==> src/common/pefg_pkg.sv <==
/*
  Constants for the port E, F and G pin override block.
  Assumes one 25 MHz clock and an asynchronous active-low reset.
*/
// Functional notes
// - PE3 carries timer3 compare A output.
// - PE2 clock pin only in synchronous mode.
// - Sync mode sets PE2 output value from clock output; DDR sets direction.
// - Receiver enable forces PE0 to input.
// - Receiver-enabled PE0 pull-up follows port data outside programming mode.
// - Transmitter forces PE1 output, data, pull-up off outside programming mode.
// - Programming mode uses PE1 out, PE0 in.
// - Interrupts enable input; PE5/PE4 carry compares.
// - Legacy mode keeps port F input only.
// - Test port pull-ups stay on through reset.
// - Test port owns PF7..PF4 with fixed overrides.
// - Test data output driven only while shifting.
// - Tester clocks and steers the test controller.
// - PF3..PF0 have no digital overrides outside legacy mode.
// - Legacy mode gives port G alternate functions.
// - Timer0 async select frees PG4, PG3.
// - PG2 carries the address latch strobe.
package pefg_pkg;
  localparam int unsigned PE_RXD = 0;
  localparam int unsigned PE_TXD = 1;
  localparam int unsigned PE_XCK = 2;
  localparam int unsigned PE_OCA = 3;
  localparam int unsigned PE_OCB = 4;
  localparam int unsigned PE_OCC = 5;
  localparam int unsigned PF_TCK = 4;
  localparam int unsigned PF_TMS = 5;
  localparam int unsigned PF_TDO = 6;
  localparam int unsigned PF_TDI = 7;
  localparam int unsigned PG_WRS = 0;
  localparam int unsigned PG_RDS = 1;
  localparam int unsigned PG_ALE = 2;
  localparam int unsigned PG_OSC2 = 3;
  localparam int unsigned PG_OSC1 = 4;
  localparam logic [3:0] PF_TEST_PULL = 4'hb;
  localparam logic [7:0] OE_B_RST = 8'hff;
  localparam logic [7:0] PF_PULL_RST = 8'hb0;
  localparam logic [7:0] CTRL_RST = 8'h00;
  localparam logic [3:0] OFS_CTRL = 4'h0;
  localparam logic [3:0] OFS_PINE = 4'h1;
  localparam logic [3:0] OFS_PINF = 4'h2;
  localparam logic [3:0] OFS_PING = 4'h3;
  localparam int unsigned CB_PUD = 0;
  localparam int unsigned CB_TEST = 1;
  localparam int unsigned CB_ASYNC = 2;
  localparam int unsigned CB_XMEM = 3;
endpackage

==> src/common/pefg_ovr_if.sv <==
/*
  Override pairs for one 8-bit port.
  Assumes the top module drives them and a pin cell consumes them.
*/
`timescale 1ns/1ps
interface pefg_ovr_if;
  logic [7:0] pullup_override_enable;
  logic [7:0] pullup_override_value;
  logic [7:0] direction_override_enable;
  logic [7:0] direction_override_value;
  logic [7:0] outvalue_override_enable;
  logic [7:0] outvalue_override_value;
  logic [7:0] input_enable_override_enable;
  logic [7:0] input_enable_override_value;
  modport src (output pullup_override_enable, pullup_override_value, direction_override_enable,
    direction_override_value, outvalue_override_enable, outvalue_override_value,
    input_enable_override_enable, input_enable_override_value);
  modport dst (input pullup_override_enable, pullup_override_value, direction_override_enable,
    direction_override_value, outvalue_override_enable, outvalue_override_value,
    input_enable_override_enable, input_enable_override_value);
endinterface

==> src/design/pefg_pin_cell.sv <==
/*
  Per-bit merge of override pairs with the port registers.
  Assumes pure combinational use; the caller registers the results.
*/
`timescale 1ns/1ps
module pefg_pin_cell
  import pefg_pkg::*;
(
  pefg_ovr_if.dst ovr,
  input wire logic [7:0] port_data,
  input wire logic [7:0] port_dir,
  input wire logic [7:0] pin_in,
  input wire logic pullup_dis,
  output logic [7:0] pull_en,
  output logic [7:0] dir_en,
  output logic [7:0] out_val,
  output logic [7:0] din
);
  // ----------------------------------------
  // Override selection per bit.
  // ----------------------------------------
  for (genvar i = 0; i < 8; i++) begin : g_bit
    logic pull_norm;
    logic die;
    assign pull_norm = port_data[i] & ~port_dir[i] & ~pullup_dis;
    assign pull_en[i] = ovr.pullup_override_enable[i] ? ovr.pullup_override_value[i] : pull_norm;
    assign dir_en[i] = ovr.direction_override_enable[i] ? ovr.direction_override_value[i] : port_dir[i];
    assign out_val[i] = ovr.outvalue_override_enable[i] ? ovr.outvalue_override_value[i] : port_data[i];
    assign die = ovr.input_enable_override_enable[i] ? ovr.input_enable_override_value[i] : 1'b1;
    assign din[i] = pin_in[i] & die;
  end
endmodule // pefg_pin_cell

==> src/design/pefg_top.sv <==
/*
  Pin override logic for ports E, F and G, with a small control register.
  Assumes synchronous pin inputs and peripherals that present their own enables.
*/
`timescale 1ns/1ps
module pefg_top
  import pefg_pkg::*;
(
  input wire logic clk,
  input wire logic rst_b,
  input wire logic [3:0] reg_addr,
  input wire logic [7:0] reg_wdata,
  input wire logic reg_wr,
  input wire logic reg_rd,
  output logic [7:0] reg_rdata_q,
  input wire logic legacy_mode,
  input wire logic [7:0] port_e,
  input wire logic [7:0] ddr_e,
  input wire logic [7:0] pin_e,
  input wire logic [7:0] port_f,
  input wire logic [7:0] ddr_f,
  input wire logic [7:0] pin_f,
  input wire logic [7:0] port_g,
  input wire logic [7:0] ddr_g,
  input wire logic [7:0] pin_g,
  input wire logic timer3_compare_a_out,
  input wire logic timer3_compare_b_out,
  input wire logic timer3_compare_c_out,
  input wire logic [2:0] compare_en,
  input wire logic usart0_sync_select,
  input wire logic usart0_clock_out,
  input wire logic usart0_transmitter_enable,
  input wire logic usart0_receiver_enable,
  input wire logic usart0_transmit_out,
  input wire logic serial_prog_mode,
  input wire logic serial_prog_data_out,
  input wire logic [3:0] ext_irq_enable,
  input wire logic tap_instruction_shifting,
  input wire logic tap_data_shifting,
  input wire logic tap_serial_out,
  input wire logic xmem_ale,
  input wire logic xmem_rd,
  input wire logic xmem_wr,
  output logic [7:0] pe_pullup_q,
  output logic [7:0] pe_out_q,
  output logic [7:0] pe_oe_b_q,
  output logic [7:0] pf_pullup_q,
  output logic [7:0] pf_out_q,
  output logic [7:0] pf_oe_b_q,
  output logic [7:0] pg_pullup_q,
  output logic [7:0] pg_out_q,
  output logic [7:0] pg_oe_b_q,
  output logic usart0_receive_in_q,
  output logic usart0_ext_clock_q,
  output logic serial_prog_data_in_q,
  output logic [3:0] ext_irq_in_q,
  output logic capture3_input_q,
  output logic timer3_clock_input_q,
  output logic tap_tdi_q,
  output logic tap_tms_q,
  output logic tap_tck_q
);
  pefg_ovr_if ovr_e ();
  pefg_ovr_if ovr_f ();
  pefg_ovr_if ovr_g ();
  logic [7:0] ctrl_q, ctrl_d;
  logic [7:0] rdata_d;
  logic global_pullup_disable, test_en, async0, xmem;
  logic [7:0] e_pu, e_dir, e_out, e_din;
  logic [7:0] f_pu, f_dir, f_out, f_din;
  logic [7:0] g_pu, g_dir, g_out, g_din;
  logic [7:0] pe_pu_d, pe_out_d, pe_oe_d, pf_pu_d, pf_out_d, pf_oe_d;
  logic [7:0] pg_pu_d, pg_out_d, pg_oe_d;
  logic rxd_d, xck_d, pdi_d, icp_d, t3_d, tdi_d, tms_d, tck_d;
  logic [3:0] irq_d;

  assign global_pullup_disable = ctrl_q[CB_PUD];
  assign test_en = ctrl_q[CB_TEST];
  assign async0 = ctrl_q[CB_ASYNC];
  assign xmem = ctrl_q[CB_XMEM] | legacy_mode;

  // ----------------------------------------
  // Port E overrides.
  // ----------------------------------------
  always_comb begin
    ovr_e.pullup_override_enable = '0;
    ovr_e.pullup_override_value = '0;
    ovr_e.direction_override_enable = '0;
    ovr_e.direction_override_value = '0;
    ovr_e.outvalue_override_enable = '0;
    ovr_e.outvalue_override_value = '0;
    ovr_e.input_enable_override_enable = '0;
    ovr_e.input_enable_override_value = '0;
    ovr_e.input_enable_override_enable[7:4] = ext_irq_enable;
    ovr_e.input_enable_override_value[7:4] = 4'hf;
    ovr_e.outvalue_override_enable[PE_OCC] = compare_en[2];
    ovr_e.outvalue_override_value[PE_OCC] = timer3_compare_c_out;
    ovr_e.outvalue_override_enable[PE_OCB] = compare_en[1];
    ovr_e.outvalue_override_value[PE_OCB] = timer3_compare_b_out;
    ovr_e.outvalue_override_enable[PE_OCA] = compare_en[0];
    ovr_e.outvalue_override_value[PE_OCA] = timer3_compare_a_out;
    ovr_e.outvalue_override_enable[PE_XCK] = usart0_sync_select;
    ovr_e.outvalue_override_value[PE_XCK] = usart0_clock_out;
    if (serial_prog_mode) begin
      ovr_e.direction_override_enable[PE_TXD] = 1'b1;
      ovr_e.direction_override_value[PE_TXD] = 1'b1;
      ovr_e.outvalue_override_enable[PE_TXD] = 1'b1;
      ovr_e.outvalue_override_value[PE_TXD] = serial_prog_data_out;
      ovr_e.direction_override_enable[PE_RXD] = 1'b1;
    end else begin
      ovr_e.pullup_override_enable[PE_TXD] = usart0_transmitter_enable;
      ovr_e.direction_override_enable[PE_TXD] = usart0_transmitter_enable;
      ovr_e.direction_override_value[PE_TXD] = 1'b1;
      ovr_e.outvalue_override_enable[PE_TXD] = usart0_transmitter_enable;
      ovr_e.outvalue_override_value[PE_TXD] = usart0_transmit_out;
      ovr_e.pullup_override_enable[PE_RXD] = usart0_receiver_enable;
      ovr_e.pullup_override_value[PE_RXD] = port_e[PE_RXD] & ~global_pullup_disable;
      ovr_e.direction_override_enable[PE_RXD] = usart0_receiver_enable;
    end
  end

  // ----------------------------------------
  // Port F overrides.
  // ----------------------------------------
  always_comb begin
    ovr_f.pullup_override_enable = '0;
    ovr_f.pullup_override_value = '0;
    ovr_f.direction_override_enable = '0;
    ovr_f.direction_override_value = '0;
    ovr_f.outvalue_override_enable = '0;
    ovr_f.outvalue_override_value = '0;
    ovr_f.input_enable_override_enable = '0;
    ovr_f.input_enable_override_value = '0;
    if (test_en) begin
      ovr_f.pullup_override_enable[7:4] = 4'hf;
      ovr_f.pullup_override_value[7:4] = PF_TEST_PULL;
      ovr_f.direction_override_enable[7:4] = 4'hf;
      ovr_f.direction_override_value[PF_TDO] = tap_instruction_shifting | tap_data_shifting;
      ovr_f.outvalue_override_enable[PF_TDO] = 1'b1;
      ovr_f.outvalue_override_value[PF_TDO] = tap_serial_out;
      ovr_f.input_enable_override_enable[7:4] = 4'hf;
    end
    if (legacy_mode) begin
      ovr_f.direction_override_enable = 8'hff;
      ovr_f.direction_override_value = 8'h00;
    end
  end

  // ----------------------------------------
  // Port G overrides.
  // ----------------------------------------
  always_comb begin
    ovr_g.pullup_override_enable = '0;
    ovr_g.pullup_override_value = '0;
    ovr_g.direction_override_enable = '0;
    ovr_g.direction_override_value = '0;
    ovr_g.outvalue_override_enable = '0;
    ovr_g.outvalue_override_value = '0;
    ovr_g.input_enable_override_enable = '0;
    ovr_g.input_enable_override_value = '0;
    ovr_g.pullup_override_enable[2:0] = {3{xmem}};
    ovr_g.direction_override_enable[2:0] = {3{xmem}};
    ovr_g.direction_override_value[2:0] = 3'h7;
    ovr_g.outvalue_override_enable[2:0] = {3{xmem}};
    ovr_g.outvalue_override_value[PG_ALE] = xmem_ale;
    ovr_g.outvalue_override_value[PG_RDS] = xmem_rd;
    ovr_g.outvalue_override_value[PG_WRS] = xmem_wr;
    if (async0 || legacy_mode) begin
      ovr_g.pullup_override_enable[PG_OSC1:PG_OSC2] = 2'h3;
      ovr_g.direction_override_enable[PG_OSC1:PG_OSC2] = 2'h3;
      ovr_g.input_enable_override_enable[PG_OSC1:PG_OSC2] = 2'h3;
    end
  end

  pefg_pin_cell u_cell_e (.ovr(ovr_e), .port_data(port_e), .port_dir(ddr_e), .pin_in(pin_e),
    .pullup_dis(global_pullup_disable), .pull_en(e_pu), .dir_en(e_dir), .out_val(e_out), .din(e_din));
  pefg_pin_cell u_cell_f (.ovr(ovr_f), .port_data(port_f), .port_dir(ddr_f), .pin_in(pin_f),
    .pullup_dis(global_pullup_disable), .pull_en(f_pu), .dir_en(f_dir), .out_val(f_out), .din(f_din));
  pefg_pin_cell u_cell_g (.ovr(ovr_g), .port_data(port_g), .port_dir(ddr_g), .pin_in(pin_g),
    .pullup_dis(global_pullup_disable), .pull_en(g_pu), .dir_en(g_dir), .out_val(g_out), .din(g_din));

  // ----------------------------------------
  // Next values for pins, peripherals and registers.
  // ----------------------------------------
  always_comb begin
    pe_pu_d = e_pu;
    pe_out_d = e_out;
    pe_oe_d = ~e_dir;
    pf_pu_d = f_pu;
    pf_out_d = f_out;
    pf_oe_d = ~f_dir;
    pg_pu_d = g_pu;
    pg_out_d = g_out;
    pg_oe_d = ~g_dir;
    rxd_d = e_din[PE_RXD];
    pdi_d = serial_prog_mode & e_din[PE_RXD];
    xck_d = usart0_sync_select & e_din[PE_XCK];
    irq_d = e_din[7:4];
    icp_d = e_din[7];
    t3_d = e_din[6];
    tdi_d = test_en & pin_f[PF_TDI];
    tms_d = test_en & pin_f[PF_TMS];
    tck_d = test_en & pin_f[PF_TCK];
    ctrl_d = ctrl_q;
    if (reg_wr && reg_addr == OFS_CTRL) begin
      ctrl_d = {4'h0, reg_wdata[3:0]};
    end
    rdata_d = 8'h00;
    if (reg_rd && reg_addr == OFS_CTRL) begin
      rdata_d = ctrl_q;
    end else if (reg_rd && reg_addr == OFS_PINE) begin
      rdata_d = e_din;
    end else if (reg_rd && reg_addr == OFS_PINF) begin
      rdata_d = f_din;
    end else if (reg_rd && reg_addr == OFS_PING) begin
      rdata_d = g_din;
    end
  end

  always_ff @(posedge clk or negedge rst_b) begin
    if (!rst_b) begin
      pe_pullup_q <= '0;
      pe_out_q <= '0;
      pe_oe_b_q <= OE_B_RST;
      pf_pullup_q <= PF_PULL_RST;
      pf_out_q <= '0;
      pf_oe_b_q <= OE_B_RST;
      pg_pullup_q <= '0;
      pg_out_q <= '0;
      pg_oe_b_q <= OE_B_RST;
      usart0_receive_in_q <= 1'b0;
      usart0_ext_clock_q <= 1'b0;
      serial_prog_data_in_q <= 1'b0;
      ext_irq_in_q <= '0;
      capture3_input_q <= 1'b0;
      timer3_clock_input_q <= 1'b0;
      tap_tdi_q <= 1'b0;
      tap_tms_q <= 1'b0;
      tap_tck_q <= 1'b0;
      ctrl_q <= CTRL_RST;
      reg_rdata_q <= '0;
    end else begin
      pe_pullup_q <= pe_pu_d;
      pe_out_q <= pe_out_d;
      pe_oe_b_q <= pe_oe_d;
      pf_pullup_q <= pf_pu_d;
      pf_out_q <= pf_out_d;
      pf_oe_b_q <= pf_oe_d;
      pg_pullup_q <= pg_pu_d;
      pg_out_q <= pg_out_d;
      pg_oe_b_q <= pg_oe_d;
      usart0_receive_in_q <= rxd_d;
      usart0_ext_clock_q <= xck_d;
      serial_prog_data_in_q <= pdi_d;
      ext_irq_in_q <= irq_d;
      capture3_input_q <= icp_d;
      timer3_clock_input_q <= t3_d;
      tap_tdi_q <= tdi_d;
      tap_tms_q <= tms_d;
      tap_tck_q <= tck_d;
      ctrl_q <= ctrl_d;
      reg_rdata_q <= rdata_d;
    end
  end
endmodule // pefg_top

==> config.mk <==
export PLATFORM = sky130hd
export DESIGN_NAME = pefg_top
export DESIGN_NICKNAME = d
export VERILOG_FILES = /design/src/common/pefg_pkg.sv /design/src/common/pefg_ovr_if.sv /design/src/design/pefg_pin_cell.sv /design/src/design/pefg_top.sv
export SDC_FILE = /design/constraint.sdc
export NUM_CORES = 1
export LEC_CHECK = 0
export BUFFER_PORTS_ARGS = -buffer_cell sky130_fd_sc_hd__buf_4
export CORE_UTILIZATION = 47
export CTS_BUF_LIST = sky130_fd_sc_hd__clkbuf_2 sky130_fd_sc_hd__clkbuf_4 sky130_fd_sc_hd__clkbuf_8
export DETAILED_ROUTE_END_ITERATION = 10
export PLACE_DENSITY = 0.87
export SYNTH_ARGS = -nofsm -noshare
export SYNTH_HDL_FRONTEND = slang
export SYNTH_SLANG_ARGS = --single-unit
==> constraint.sdc <==
create_clock -name clk -period 1.7 [get_ports clk]
set_input_delay 0 -clock clk [delete_from_list [all_inputs] [get_ports clk]]
set_output_delay 0 -clock clk [all_outputs]
set_load 0.02 [all_outputs]
* After elaboration in Yosys (flattened, before gate mapping)
Index checks and enable logic that the tools add are counted.
** Storage, ports and cells
- Memories :: 0
- Output and inout port bits :: 92
- Bits in read-only memories :: 0
- Latch bits :: 0
- Memory bits (writable) :: 0
- Register bits after elaboration :: 96
- Input port bits :: 112
** Cells by class
- Magnitude comparators :: 0
- Muxes and demuxes :: 58
- Multipliers :: 0
- Divide/modulo/power cells :: 0
- $add $sub $neg :: 0
- Bitwise operators :: 90
- Reductions and logical operators :: 7
- Shift operators :: 0
- Equality and inequality tests :: 3
** Operators with widths (number)
- bitwise AND 1 bit :: 60
- two-way mux 1 bit :: 47
- two-way mux 8 bit :: 5
- NOT 1 bit :: 25
- NOT 8 bit :: 3
- equality test 4 x 2 -> 1 bit, second input constant :: 2
- two-way mux 4 bit :: 2
- two-way mux 7 bit :: 1
- two-way mux 2 bit :: 3
- logical AND 1 bit :: 5
- equality test 4 x 1 -> 1 bit, second input constant :: 1
- zero test 4 bit :: 1
- OR 1 bit :: 2
- logical OR 1 bit :: 1

* Logic depth before layout (Yosys ltp)
Gate-level depths: netlist (run 1).
- Word-level depth :: 8
- Gate-level depth with buffers :: 5

* Modules after synthesis
A second synthesis (run 1) with hierarchy kept.
** Unflattened totals
- Cells, all modules :: 366
- Area total of the unflattened synthesis :: 4286.6 µm²
** Modules (own cells, without submodules)
- pefg_top :: cells each 171, instances 1, area an instance 2931.6 µm², sequential area each 2386.0 µm²
- pefg_pin_cell :: cells each 65, instances 3, area an instance 451.7 µm², sequential area each 0.0 µm²

* Least setup slack after synthesis (run 1)
Ideal clock, no wire load.
- Kind :: flip-flop to flip-flop
- Start :: reg ctrl_q[0]
- End :: reg reg_rdata_q[0]
- Library setup time :: 120 ps
- Data required time :: 1580 ps
- Buffers on the path :: 0
- Arrival :: 1006 ps
- Stages on the path, launching flop included :: 3
- Slack :: 574 ps
- Cell sequence :: dfrtp_1 > mux4_2 > and3_1
** On the way
- Word-level cells in the longest chain between the ends :: 1
** Ends and longest elaborated chain
- start, declared :: line pefg_top.sv:66 : logic [7:0] ctrl_q, ctrl_d;
- start signal, assigned :: line pefg_top.sv:261 : ctrl_q <= ctrl_d;
- two-way mux 8 bit :: line pefg_top.sv:209 : if (reg_rd && reg_addr == OFS_CTRL) begin
- net rdata_d[0] :: line pefg_top.sv:67 : logic [7:0] rdata_d;
- end signal, assigned :: line pefg_top.sv:262 : reg_rdata_q <= rdata_d;
- end, declared :: line pefg_top.sv:15 : output logic [7:0] reg_rdata_q,
The timed path passes the listed nets, and every way through them passes these cells.
A chain may end at the register's enable or synchronous reset.

* Worst setup path after layout (run 1)
- Start :: reg ctrl_q[1]
- End :: reg pf_out_q[6]
** On the way
- Word-level cells in the longest chain between the ends :: 2
** Ends and longest elaborated chain
- two-way mux 1 bit :: line pefg_top.sv:134 : if (test_en) begin
- two-way mux 1 bit (*) :: line pefg_pin_cell.sv:28 : assign out_val[i] = ovr.outvalue_override_enable[i] ? ovr.outvalue_override_value[i] : port_data[i];
- net f_out[6] :: line pefg_top.sv:70 : logic [7:0] f_pu, f_dir, f_out, f_din;
- end signal, assigned :: line pefg_top.sv:247 : pf_out_q <= pf_out_d;
- end, declared :: line pefg_top.sv:48 : output logic [7:0] pf_out_q,
Mark *: on every way through the listed nets, which the timed path passes. The rest lies on a longest branch.

==> results of run 1 <==
==> routing by layer <==
metal  part of all wire  vias to the layer above  track usage  wire length, um
li1                   -                     1326            -                -
met1               0.34                     1624        0.462             5010
met2               0.51                      246        0.736             7510
met3              0.082                       81        0.110             1190
met4              0.061                        0        0.250              885
met5                  0                        -            0                0
==> Yosys cell counts, drive strengths merged, types with 2 or more instances <==
cell / number
nor2b: 3
clkbuf: 3
nand2b: 5
a21o: 3
buf: 7
and2: 5
nor3: 4
o21ai: 2
dfstp: 27
mux4: 3
dfrtp: 67
a21oi: 3
nor4bb: 2
mux2: 15
nor4b: 2
nor3b: 16
inv: 10
nand3b: 5
nand2: 11
nor2: 11
and3: 4
==> what timing repair did <==
action,in CTS,in global routing
endpoints found under the hold margin,170,0
hold buffers,100,0
setup endpoints to repair,0,1
setup buffers,0,0
==> worst paths after layout <==
check                      slack (ps)  cells past startpoint             end                start
min in group asynchronous         140                      2  reg_rdata_q[5]                rst_b
max in group asynchronous         860                      3    pg_oe_b_q[6]                rst_b
min reg2reg                       570                      1  pg_pullup_q[4]            ctrl_q[0]
max reg2reg                        60                      3     pf_out_q[6]            ctrl_q[1]
min                                -2                      3     pe_out_q[1]  usart0_transmit_out
max                                60                      3     pf_out_q[6]            ctrl_q[1]
==> critical path, stage by stage (launching register included) <==
cell and delay (ps):
sky130_fd_sc_hd__dfrtp_1 400, sky130_fd_sc_hd__buf_4 200, sky130_fd_sc_hd__mux2_2 350, sky130_fd_sc_hd__dlygate4sd3_1 580
==> sequential cells by signal (all words and copies together), names as in the netlist <==
register,cells
capture3_input_q,1
serial_prog_data_in_q,1
pf_out_q,8
usart0_ext_clock_q,1
pe_out_q,8
pf_oe_b_q,8
pe_pullup_q,8
pg_pullup_q,8
tap_tdi_q,1
pg_out_q,8
ext_irq_in_q,3
pg_oe_b_q,8
tap_tms_q,1
tap_tck_q,1
ctrl_q,4
pe_oe_b_q,8
usart0_receive_in_q,1
pf_pullup_q,8
reg_rdata_q,8
==> cell type report <==
class / count / area (um2)
timing repair buffer: 299 / 2500
sequential: 94 / 2390
tap: 77 / 96.3
fill: 200 / 480
antenna: 1 / 2.50
inverter: 10 / 37.5
clock inverter: 7 / 104
multi-input combinational: 103 / 759
clock buffer: 9 / 124
==> logic make-up (layout without fill, tap and decap cells) <==
kind of cell           after synthesis  count (layout)  share of synthesized area
buffers and inverters               20             325                     0.0301
multiplexers                        19              19                     0.0772
other                                0               1                          0
flip-flops                          94              94                      0.736
AO/OA/AOI/OAI                       12              12                     0.0243
AND/OR/NAND/NOR                     72              72                      0.133
==> power groups by stage <==
stage	Sequential, uW	Combinational [uW]	Clock (uW)
final	2540	1310	1770
after global routing	2550	1360	1860
after CTS	2520	1230	1700
after detailed placement	2560	1020	0
after global placement	2550	997	0
after floorplan	2750	245	0
==> metrics by stage <==
step / util / instance area (um2) / instances / setup slack [ps]
5_1_grt: 0.926 / 6010 / 600 / 19.2
2_1_floorplan: - / 3240 / 217 / 574
6_report: 0.926 / 6010 / 600 / 59.1
4_1_cts: 0.927 / 6020 / 600 / 75.8
3_3_place_gp: 0.738 / 4790 / 484 / 464
3_5_place_dp: 0.738 / 4790 / 484 / 416
==> metrics.sh, run 1 <==
POWER.CLOCK.FRACTION=0.315
CP-START-KIND='register'
ROUTED_WIRELENGTH_UM=14600
P_SW_FRAC=0.297
TIMING.CRITICAL_PATH.FANOUT_MAX=11
SEQUENTIALPOWERSHARE=0.452
REPORT.POWER.TOTAL_uW=5620
FINALCRITPERIODSHARE=0.965
DRT-VIAS-PER-INSTANCE=5.46
CLKLATENCYLATEPIN_PS=370
STATUS='complete, but fails checks'
ASYNCSETRESETFLOPFRACSYNTH=1.00
FIN_TNS_SETUP_PS=0
HOLD_WS_PS=-1.81
AREA.GROWTH.SYNTH_TO_FINAL_PCT=85.5
CLOCK_TREE.HTREE_LEVEL_COUNT=3
YOSYS_WARNINGS=0
SYNTH.TOP_CELLS.BY_AREA='sky130_fd_sc_hd__dfrtp_1 52%, sky130_fd_sc_hd__dfstp_2 22%, sky130_fd_sc_hd__mux2_2 5.2%, sky130_fd_sc_hd__nor3b_1 3.7%, sky130_fd_sc_hd__mux4_2 1.4%'
SLEW_HEADROOM=0.688
POST_ROUTE_CELLS_DRIVE_ABOVE_1_SHARE=0.498
FLOORPLAN.INITIALDENSITY=0.499
HP-CLASS='input port to register'
DRCVIOLATIONCOUNT=0
CELLINTERNALPOWER_uW=3950
SHARE_OF_THE_YOSYS_CHIP_AREA_BELONGING_TO_REGISTERS=0.736
REQUIRED_PS=1940
DR.FIRST_ITER.DRC_COUNT=251
CTS_INSERTED_BUFFERS=9
SYNTH_TOP_AREA_FRAC=0.517
ROUTABILITYCONGESTION=0.765
GRT_OVERFLOW=0
STD_CELL_ROWS=29
CTS_TREE='yes'
DRT_WL_CELL_UM=24.3
MOSTFREQUENTLAYOUTCELLS='199 x sky130_fd_sc_hd__buf_4, 99 x sky130_fd_sc_hd__dlygate4sd3_1, 67 x sky130_fd_sc_hd__dfrtp_1'
FLOORPLAN.IO_PINS=204
SWITCHINGPOWER_uW=1670
CTSRESIZECOUNT=0
GRT_FIRST_PASS_WIRELENGTH_UM=21500
DIEAREA_UM2=7240
DIE-WIDTH_UM=85.1
FMAX_MHz=609
CLK_PATH_BUF_DEPTH=2
TIGHTEST_SLEW_PS=466
SYNTH_AREA_UM2=3240
HOLD_VIOL_FINAL=1
POST_SYNTH_NUM_CELL_TYPES=33
CLOCKROOTBUFFER='sky130_fd_sc_hd__clkbuf_8'
VIOLATIONS='hold timing'
GRT_PASS1_VIAS=3656
PIN_COUNT_OF_THE_BIGGEST_NET_ENTERING_GLOBAL_ROUTING=45
ANT_NETS=0
DP.FINAL_HPWL_UM=6730
DIE_HEIGHT_UM=85.1
TIMING.CLOCK.SKEW_PS=16.4
WORSTPATHARRIVAL_PS=1880
NUMCLOCKSINKS=94
START_TO_END_TYPE_OF_THE_WORST_SETUP_PATH='register to register'
SETUP_VIOL_COUNT_FINAL=0
SYNTHCELLS=217
NUM_VIAS=3277
FINAL_PERIOD_MINUS_WORST_SETUP_SLACK_PS=1640
CTS.CLK_SLEW.WORST_PATHS_PS=100
YOSYS.AREA.TOP_TYPE='sky130_fd_sc_hd__dfrtp_1'
CORE_AREA_UM2=6490
FINAL_COUNT_OF_PINS_VIOLATING_MAX_SLEW=0
LAYOUT.CELLS.MOST_COMMON='sky130_fd_sc_hd__buf_4'
SYNTH_ENABLE_FLOP_CELLS=0
POWER_DENSITY_nW_PER_UM2=934
RSZ0062_AT_GRT='false'
YS_SEQ_ELEMENTS=94
STATIC-LEAKAGE-POWER_uW=0.00295
SYNTHFLOPTYPE='sky130_fd_sc_hd__dfrtp_1'
SYNTH.AVG_CELL_AREA_UM2=14.9
SYNTHESIS.NETS=329
POWER.SHARE.COMBINATIONAL=0.233
MAX-VDD-IR-DROP_V=0.000610
TIMING.MAX_CAP.VIOLATIONS=0
ANTENNA_FOUND_INITIAL=1
NNETSFINAL=629
PORT-BUFFER-COUNT=195
FIRSTDRTPASSITERS=6
CRITPATHCAPTURETYPE='register'
GRT.TOTAL_USAGE=0.421
No activity file was read; power rests on OpenSTA's default activity.
==> inputs of run 2 (changes only) <==
- SETUP_SLACK_MARGIN: default -> 0.15
==> run 2 against run 1 <==
  * The run now fails in clock tree synthesis
  * Synthesized cell count unchanged
  * Synthesized area unchanged
==> metrics.sh, run 2 <==
MOST_FREQUENTLY_USED_CELL_TYPE_IN_THE_POST_SYNTHESIS_NETLIST='sky130_fd_sc_hd__dfrtp_1'  # unchanged
ROUTABILITYCONGESTION=0.765  # unchanged
STATUS='stopped before the end'  # was complete, but fails checks
CTS_INSERTED_BUFFERS=9  # unchanged
DIE_HEIGHT_UM=85.1  # unchanged
SYNTHFLOPTYPE='sky130_fd_sc_hd__dfrtp_1'  # unchanged
FLOW.STOPPED_AT='clock tree synthesis'
SYNTHCELLS=217  # unchanged
POST-CTS-SETUP-BUFFER-COUNT=0  # unchanged
SYNTHESIS.NETS=329  # unchanged
SYNTH_TOP_AREA_FRAC=0.517  # unchanged
POST_SYNTH_NUM_CELL_TYPES=33  # unchanged
SYNTH_AREA_UM2=3240  # unchanged
YOSYS.AREA.TOP_TYPE='sky130_fd_sc_hd__dfrtp_1'  # unchanged
SYNTH.TOP_CELLS.BY_AREA='sky130_fd_sc_hd__dfrtp_1 52%, sky130_fd_sc_hd__dfstp_2 22%, sky130_fd_sc_hd__mux2_2 5.2%, sky130_fd_sc_hd__nor3b_1 3.7%, sky130_fd_sc_hd__mux4_2 1.4%'  # unchanged
DIE-WIDTH_UM=85.1  # unchanged
NUMCLOCKSINKS=94  # unchanged
FLOORPLAN.INITIALDENSITY=0.499  # unchanged
FLOORPLAN.IO_PINS=204  # unchanged
YOSYS_WARNINGS=0  # unchanged
ASYNCSETRESETFLOPFRACSYNTH=1.00  # unchanged
ERROR_THAT_STOPPED_THE_RUN='[ERROR RSZ-0060] Max buffer count reached.'
SYNTH_ENABLE_FLOP_CELLS=0  # unchanged
STD_CELL_ROWS=29  # unchanged
DP.FINAL_HPWL_UM=6730  # unchanged
CTSRESIZECOUNT=0  # unchanged
CLK_PATH_BUF_DEPTH=2  # unchanged
SYNTH.AVG_CELL_AREA_UM2=14.9  # unchanged
CLOCK_TREE.HTREE_LEVEL_COUNT=3  # unchanged
SHARE_OF_THE_YOSYS_CHIP_AREA_BELONGING_TO_REGISTERS=0.736  # unchanged
SYNTH_TOP_CELLS_BY_COUNT='67 x sky130_fd_sc_hd__dfrtp_1, 27 x sky130_fd_sc_hd__dfstp_2, 16 x sky130_fd_sc_hd__nor3b_1'  # unchanged
CTSHOLDBUFFERS=101  # was 100
CLOCKROOTBUFFER='sky130_fd_sc_hd__clkbuf_8'  # unchanged
YS_SEQ_ELEMENTS=94  # unchanged
PORT-BUFFER-COUNT=195  # unchanged
==> run 2: cell counts after synthesis <==
Identical to the previous run, type by type.
==> run 2: kinds of logic after synthesis <==
group	Yosys count	synth area share
AO/OA/AOI/OAI	12	0.0243
buffers and inverters	20	0.0301
AND/OR/NAND/NOR	72	0.133
flip-flops	94	0.736
multiplexers	19	0.0772
==> run 2: metrics by stage <==
stage	cells	setup WS, ps	util	cell area [um2]	hold WS (ps)
3_5_place_dp	484	416	0.738	4790	-51.2
3_3_place_gp	484	464	0.738	4790	-59.2
2_1_floorplan	217	574	-	3240	-296
==> inputs of run 3 (changes only) <==
- CORE_UTILIZATION: 47 -> 40
- CTS_BUF_LIST: sky130_fd_sc_hd__clkbuf_2 sky130_fd_sc_hd__clkbuf_4 sky130_fd_sc_hd__clkbuf_8 -> default
- PLACE_DENSITY: 0.87 -> default
- PLACE_DENSITY_LB_ADDON: default -> 0.15
- SETUP_SLACK_MARGIN: 0.15 -> default
==> run 3 against run 2 <==
  * The flow now finishes, with violations (hold timing)
==> metrics.sh, run 3 (synthesis gave the netlist of run 1 again) <==
STATUS='complete, but fails checks'  # was stopped before the end
VIOLATIONS='hold timing'
P_SW_FRAC=0.269
SETUP_VIOL_COUNT_FINAL=0
PORT-BUFFER-COUNT=195  # unchanged
REQUIRED_PS=1930
NUMCLOCKSINKS=94  # unchanged
STATIC-LEAKAGE-POWER_uW=0.00293
FIRSTDRTPASSITERS=4
WORST_HOLD_STARTPOINT='usart0_transmit_out'
SWITCHINGPOWER_uW=1390
DRCVIOLATIONCOUNT=0
DIEAREA_UM2=8470
NUM_VIAS=2862
FLOORPLAN.IO_PINS=204  # unchanged
HOLD_PATH_DEPTH=3
COUNT_OF_CELL_INSTANCES_TRAVERSED_BY_THE_CRITICAL_PATH=3
CORE_AREA_UM2=7770
R2R_SLACK_PS=70
FINALCRITPERIODSHARE=0.958
CLOCK_TREE.HTREE_LEVEL_COUNT=3  # unchanged
WORST_R2R_ENDPOINT='pf_out_q[6]'
PATH_DELAY_FAMILY='buffers and inverters'
FLOORPLAN.INITIALDENSITY=0.418  # was 0.499
ANT_NETS=0
CELLINTERNALPOWER_uW=3780
CLKLATENCYLATEPIN_PS=350
ROUTABILITYCONGESTION=0.760  # was 0.765
MIN_DELAY_WORST_ENDPOINT='pe_out_q[1]'
DR.FIRST_ITER.DRC_COUNT=90
FINAL_COUNT_OF_PINS_VIOLATING_MAX_SLEW=0
NNETSFINAL=628
AREA.GROWTH.SYNTH_TO_FINAL_PCT=85.4
CTS.CLK_SLEW.WORST_PATHS_PS=90
CTS_INSERTED_BUFFERS=9  # unchanged
DRT-VIAS-PER-INSTANCE=4.59
HOLD_WS_PS=-12.5
POWER.CLOCK.FRACTION=0.278
N_ANTENNA_CELL=0
FINAL_PERIOD_MINUS_WORST_SETUP_SLACK_PS=1630
TIGHTEST_SLEW_PS=491
SEQUENTIALPOWERSHARE=0.487
POST_ROUTE_CELLS_DRIVE_ABOVE_1_SHARE=0.495
GRT_FIRST_PASS_WIRELENGTH_UM=15700
POWER.SHARE.COMBINATIONAL=0.235
HOLD_VIOL_FINAL=1
ROUTED_WIRELENGTH_UM=9750
TIMING.CLOCK.SKEW_PS=12.8
SLEW_HEADROOM=0.672
FIN_TNS_SETUP_PS=0
CTS_TREE='yes'
WORST-R2R-CELL-COUNT=3
TIMING.CRITICAL_PATH.FANOUT_MAX=9
GRT_PASS1_VIAS=3175
FMAX_MHz=614
PLACE_AREA_UM2=4810  # was 4790 um2
CLOCKROOTBUFFER='sky130_fd_sc_hd__clkbuf_8'  # unchanged
WORSTPATHARRIVAL_PS=1860
DIE_HEIGHT_UM=92.0  # was 85.1 um
LAYOUT.CELLS.MOST_COMMON='sky130_fd_sc_hd__buf_4'
CRITICAL_PATH.SLOWEST_CELL='sky130_fd_sc_hd__dlygate4sd3_1'
LAYOUT.CELL_AREA.NON_FILLER_UM2=6010
GRT_OVERFLOW=0
START_TO_END_TYPE_OF_THE_WORST_SETUP_PATH='register to register'
RR_STARTPOINT='ctrl_q[1]'
CP_CELL_SEQUENCE='buf_4, mux2_2, dlygate4sd3_1'
STD_CELL_ROWS=32  # was 29
DRT_WL_CELL_UM=15.7
CLK_PATH_BUF_DEPTH=2  # unchanged
TIMING.MAX_CAP.VIOLATIONS=0
DP.FINAL_HPWL_UM=6030  # was 6730 um
MOSTFREQUENTLAYOUTCELLS='196 x sky130_fd_sc_hd__buf_4, 100 x sky130_fd_sc_hd__dlygate4sd3_1, 66 x sky130_fd_sc_hd__dfrtp_1'
PATH_BUF_INV=2
DIE-WIDTH_UM=92.0  # was 85.1 um
GRT.TOTAL_USAGE=0.243
MAX-VDD-IR-DROP_V=0.000487
CRITPATHCAPTURETYPE='register'
HP-CLASS='input port to register'
PIN_COUNT_OF_THE_BIGGEST_NET_ENTERING_GLOBAL_ROUTING=95
RSZ0062_AT_GRT='false'
POWER_DENSITY_nW_PER_UM2=861
CP-START-KIND='register'
ANTENNA_FOUND_INITIAL=0
CP_SLOWEST_STAGE_DELAY_PS=550
[run 3: repair_timing]
action	in CTS	in global routing
hold endpoints to repair	161	0
setup endpoints to repair	0	2
hold buffers	101	0
buffers inserted	0	0
gates resized for setup	0	3
[run 3: metrics by stage]
step | cells | total power [uW] | setup slack (ps) | util
floorplan | 217 | 2990 | 574 | -
global placement | 507 | 3550 | 502 | 0.619
detailed placement | 507 | 3570 | 492 | 0.619
CTS | 624 | 5210 | 47.1 | 0.774
global route | 623 | 5430 | 27.5 | 0.774
finish | 623 | 5180 | 71.8 | 0.774
[run 3: worst reg2reg max path, delay by kind of cell, from the launching register on]
family,cells,cell delay [ps]
multiplexers,1,340
buffers and inverters,2,750
flip-flops,1,440
[run 3: layout make-up]
type                       instances  area (um2)
timing repair buffer             298        2500
sequential                        94        2390
fill                             495        1750
multi-input combinational        103         766
clock buffer                      11         131
tap                              102         128
clock inverter                     5        60.1
inverter                          10        37.5
[run 3: routing by layer]
layer / vias up / routed length [um] / global-route usage / part of all wire
met4: 0 / 180 / 0.0938 / 0.018
met2: 125 / 5150 / 0.442 / 0.53
li1: 1324 / - / - / -
met3: 16 / 644 / 0.0580 / 0.066
met1: 1397 / 3780 / 0.275 / 0.39
met5: - / 0 / 0 / 0
[run 3: power by group through the flow]
stage,Sequential (uW),Combinational (uW),Clock (uW)
2_1_floorplan,2750,245,0
3_3_place_gp,2550,997,0
3_5_place_dp,2560,1010,0
4_1_cts,2520,1210,1480
5_1_grt,2540,1300,1580
6_report,2520,1210,1440
[run 3: worst max path at each step]
| stage | startpoint | to | slack [ps] |
|---|---|---|---|
| 3_3_place_gp | ctrl_q[0] | reg_rdata_q[0] | 500 |
| 3_5_place_dp | ctrl_q[0] | reg_rdata_q[0] | 490 |
| 6_report | ctrl_q[1] | pf_out_q[6] | 70 |
| 5_1_grt | ctrl_q[1] | pf_out_q[6] | 30 |
| 2_1_floorplan | ctrl_q[0] | reg_rdata_q[0] | 570 |
| 4_1_cts | serial_prog_mode | pe_out_q[1] | 50 |
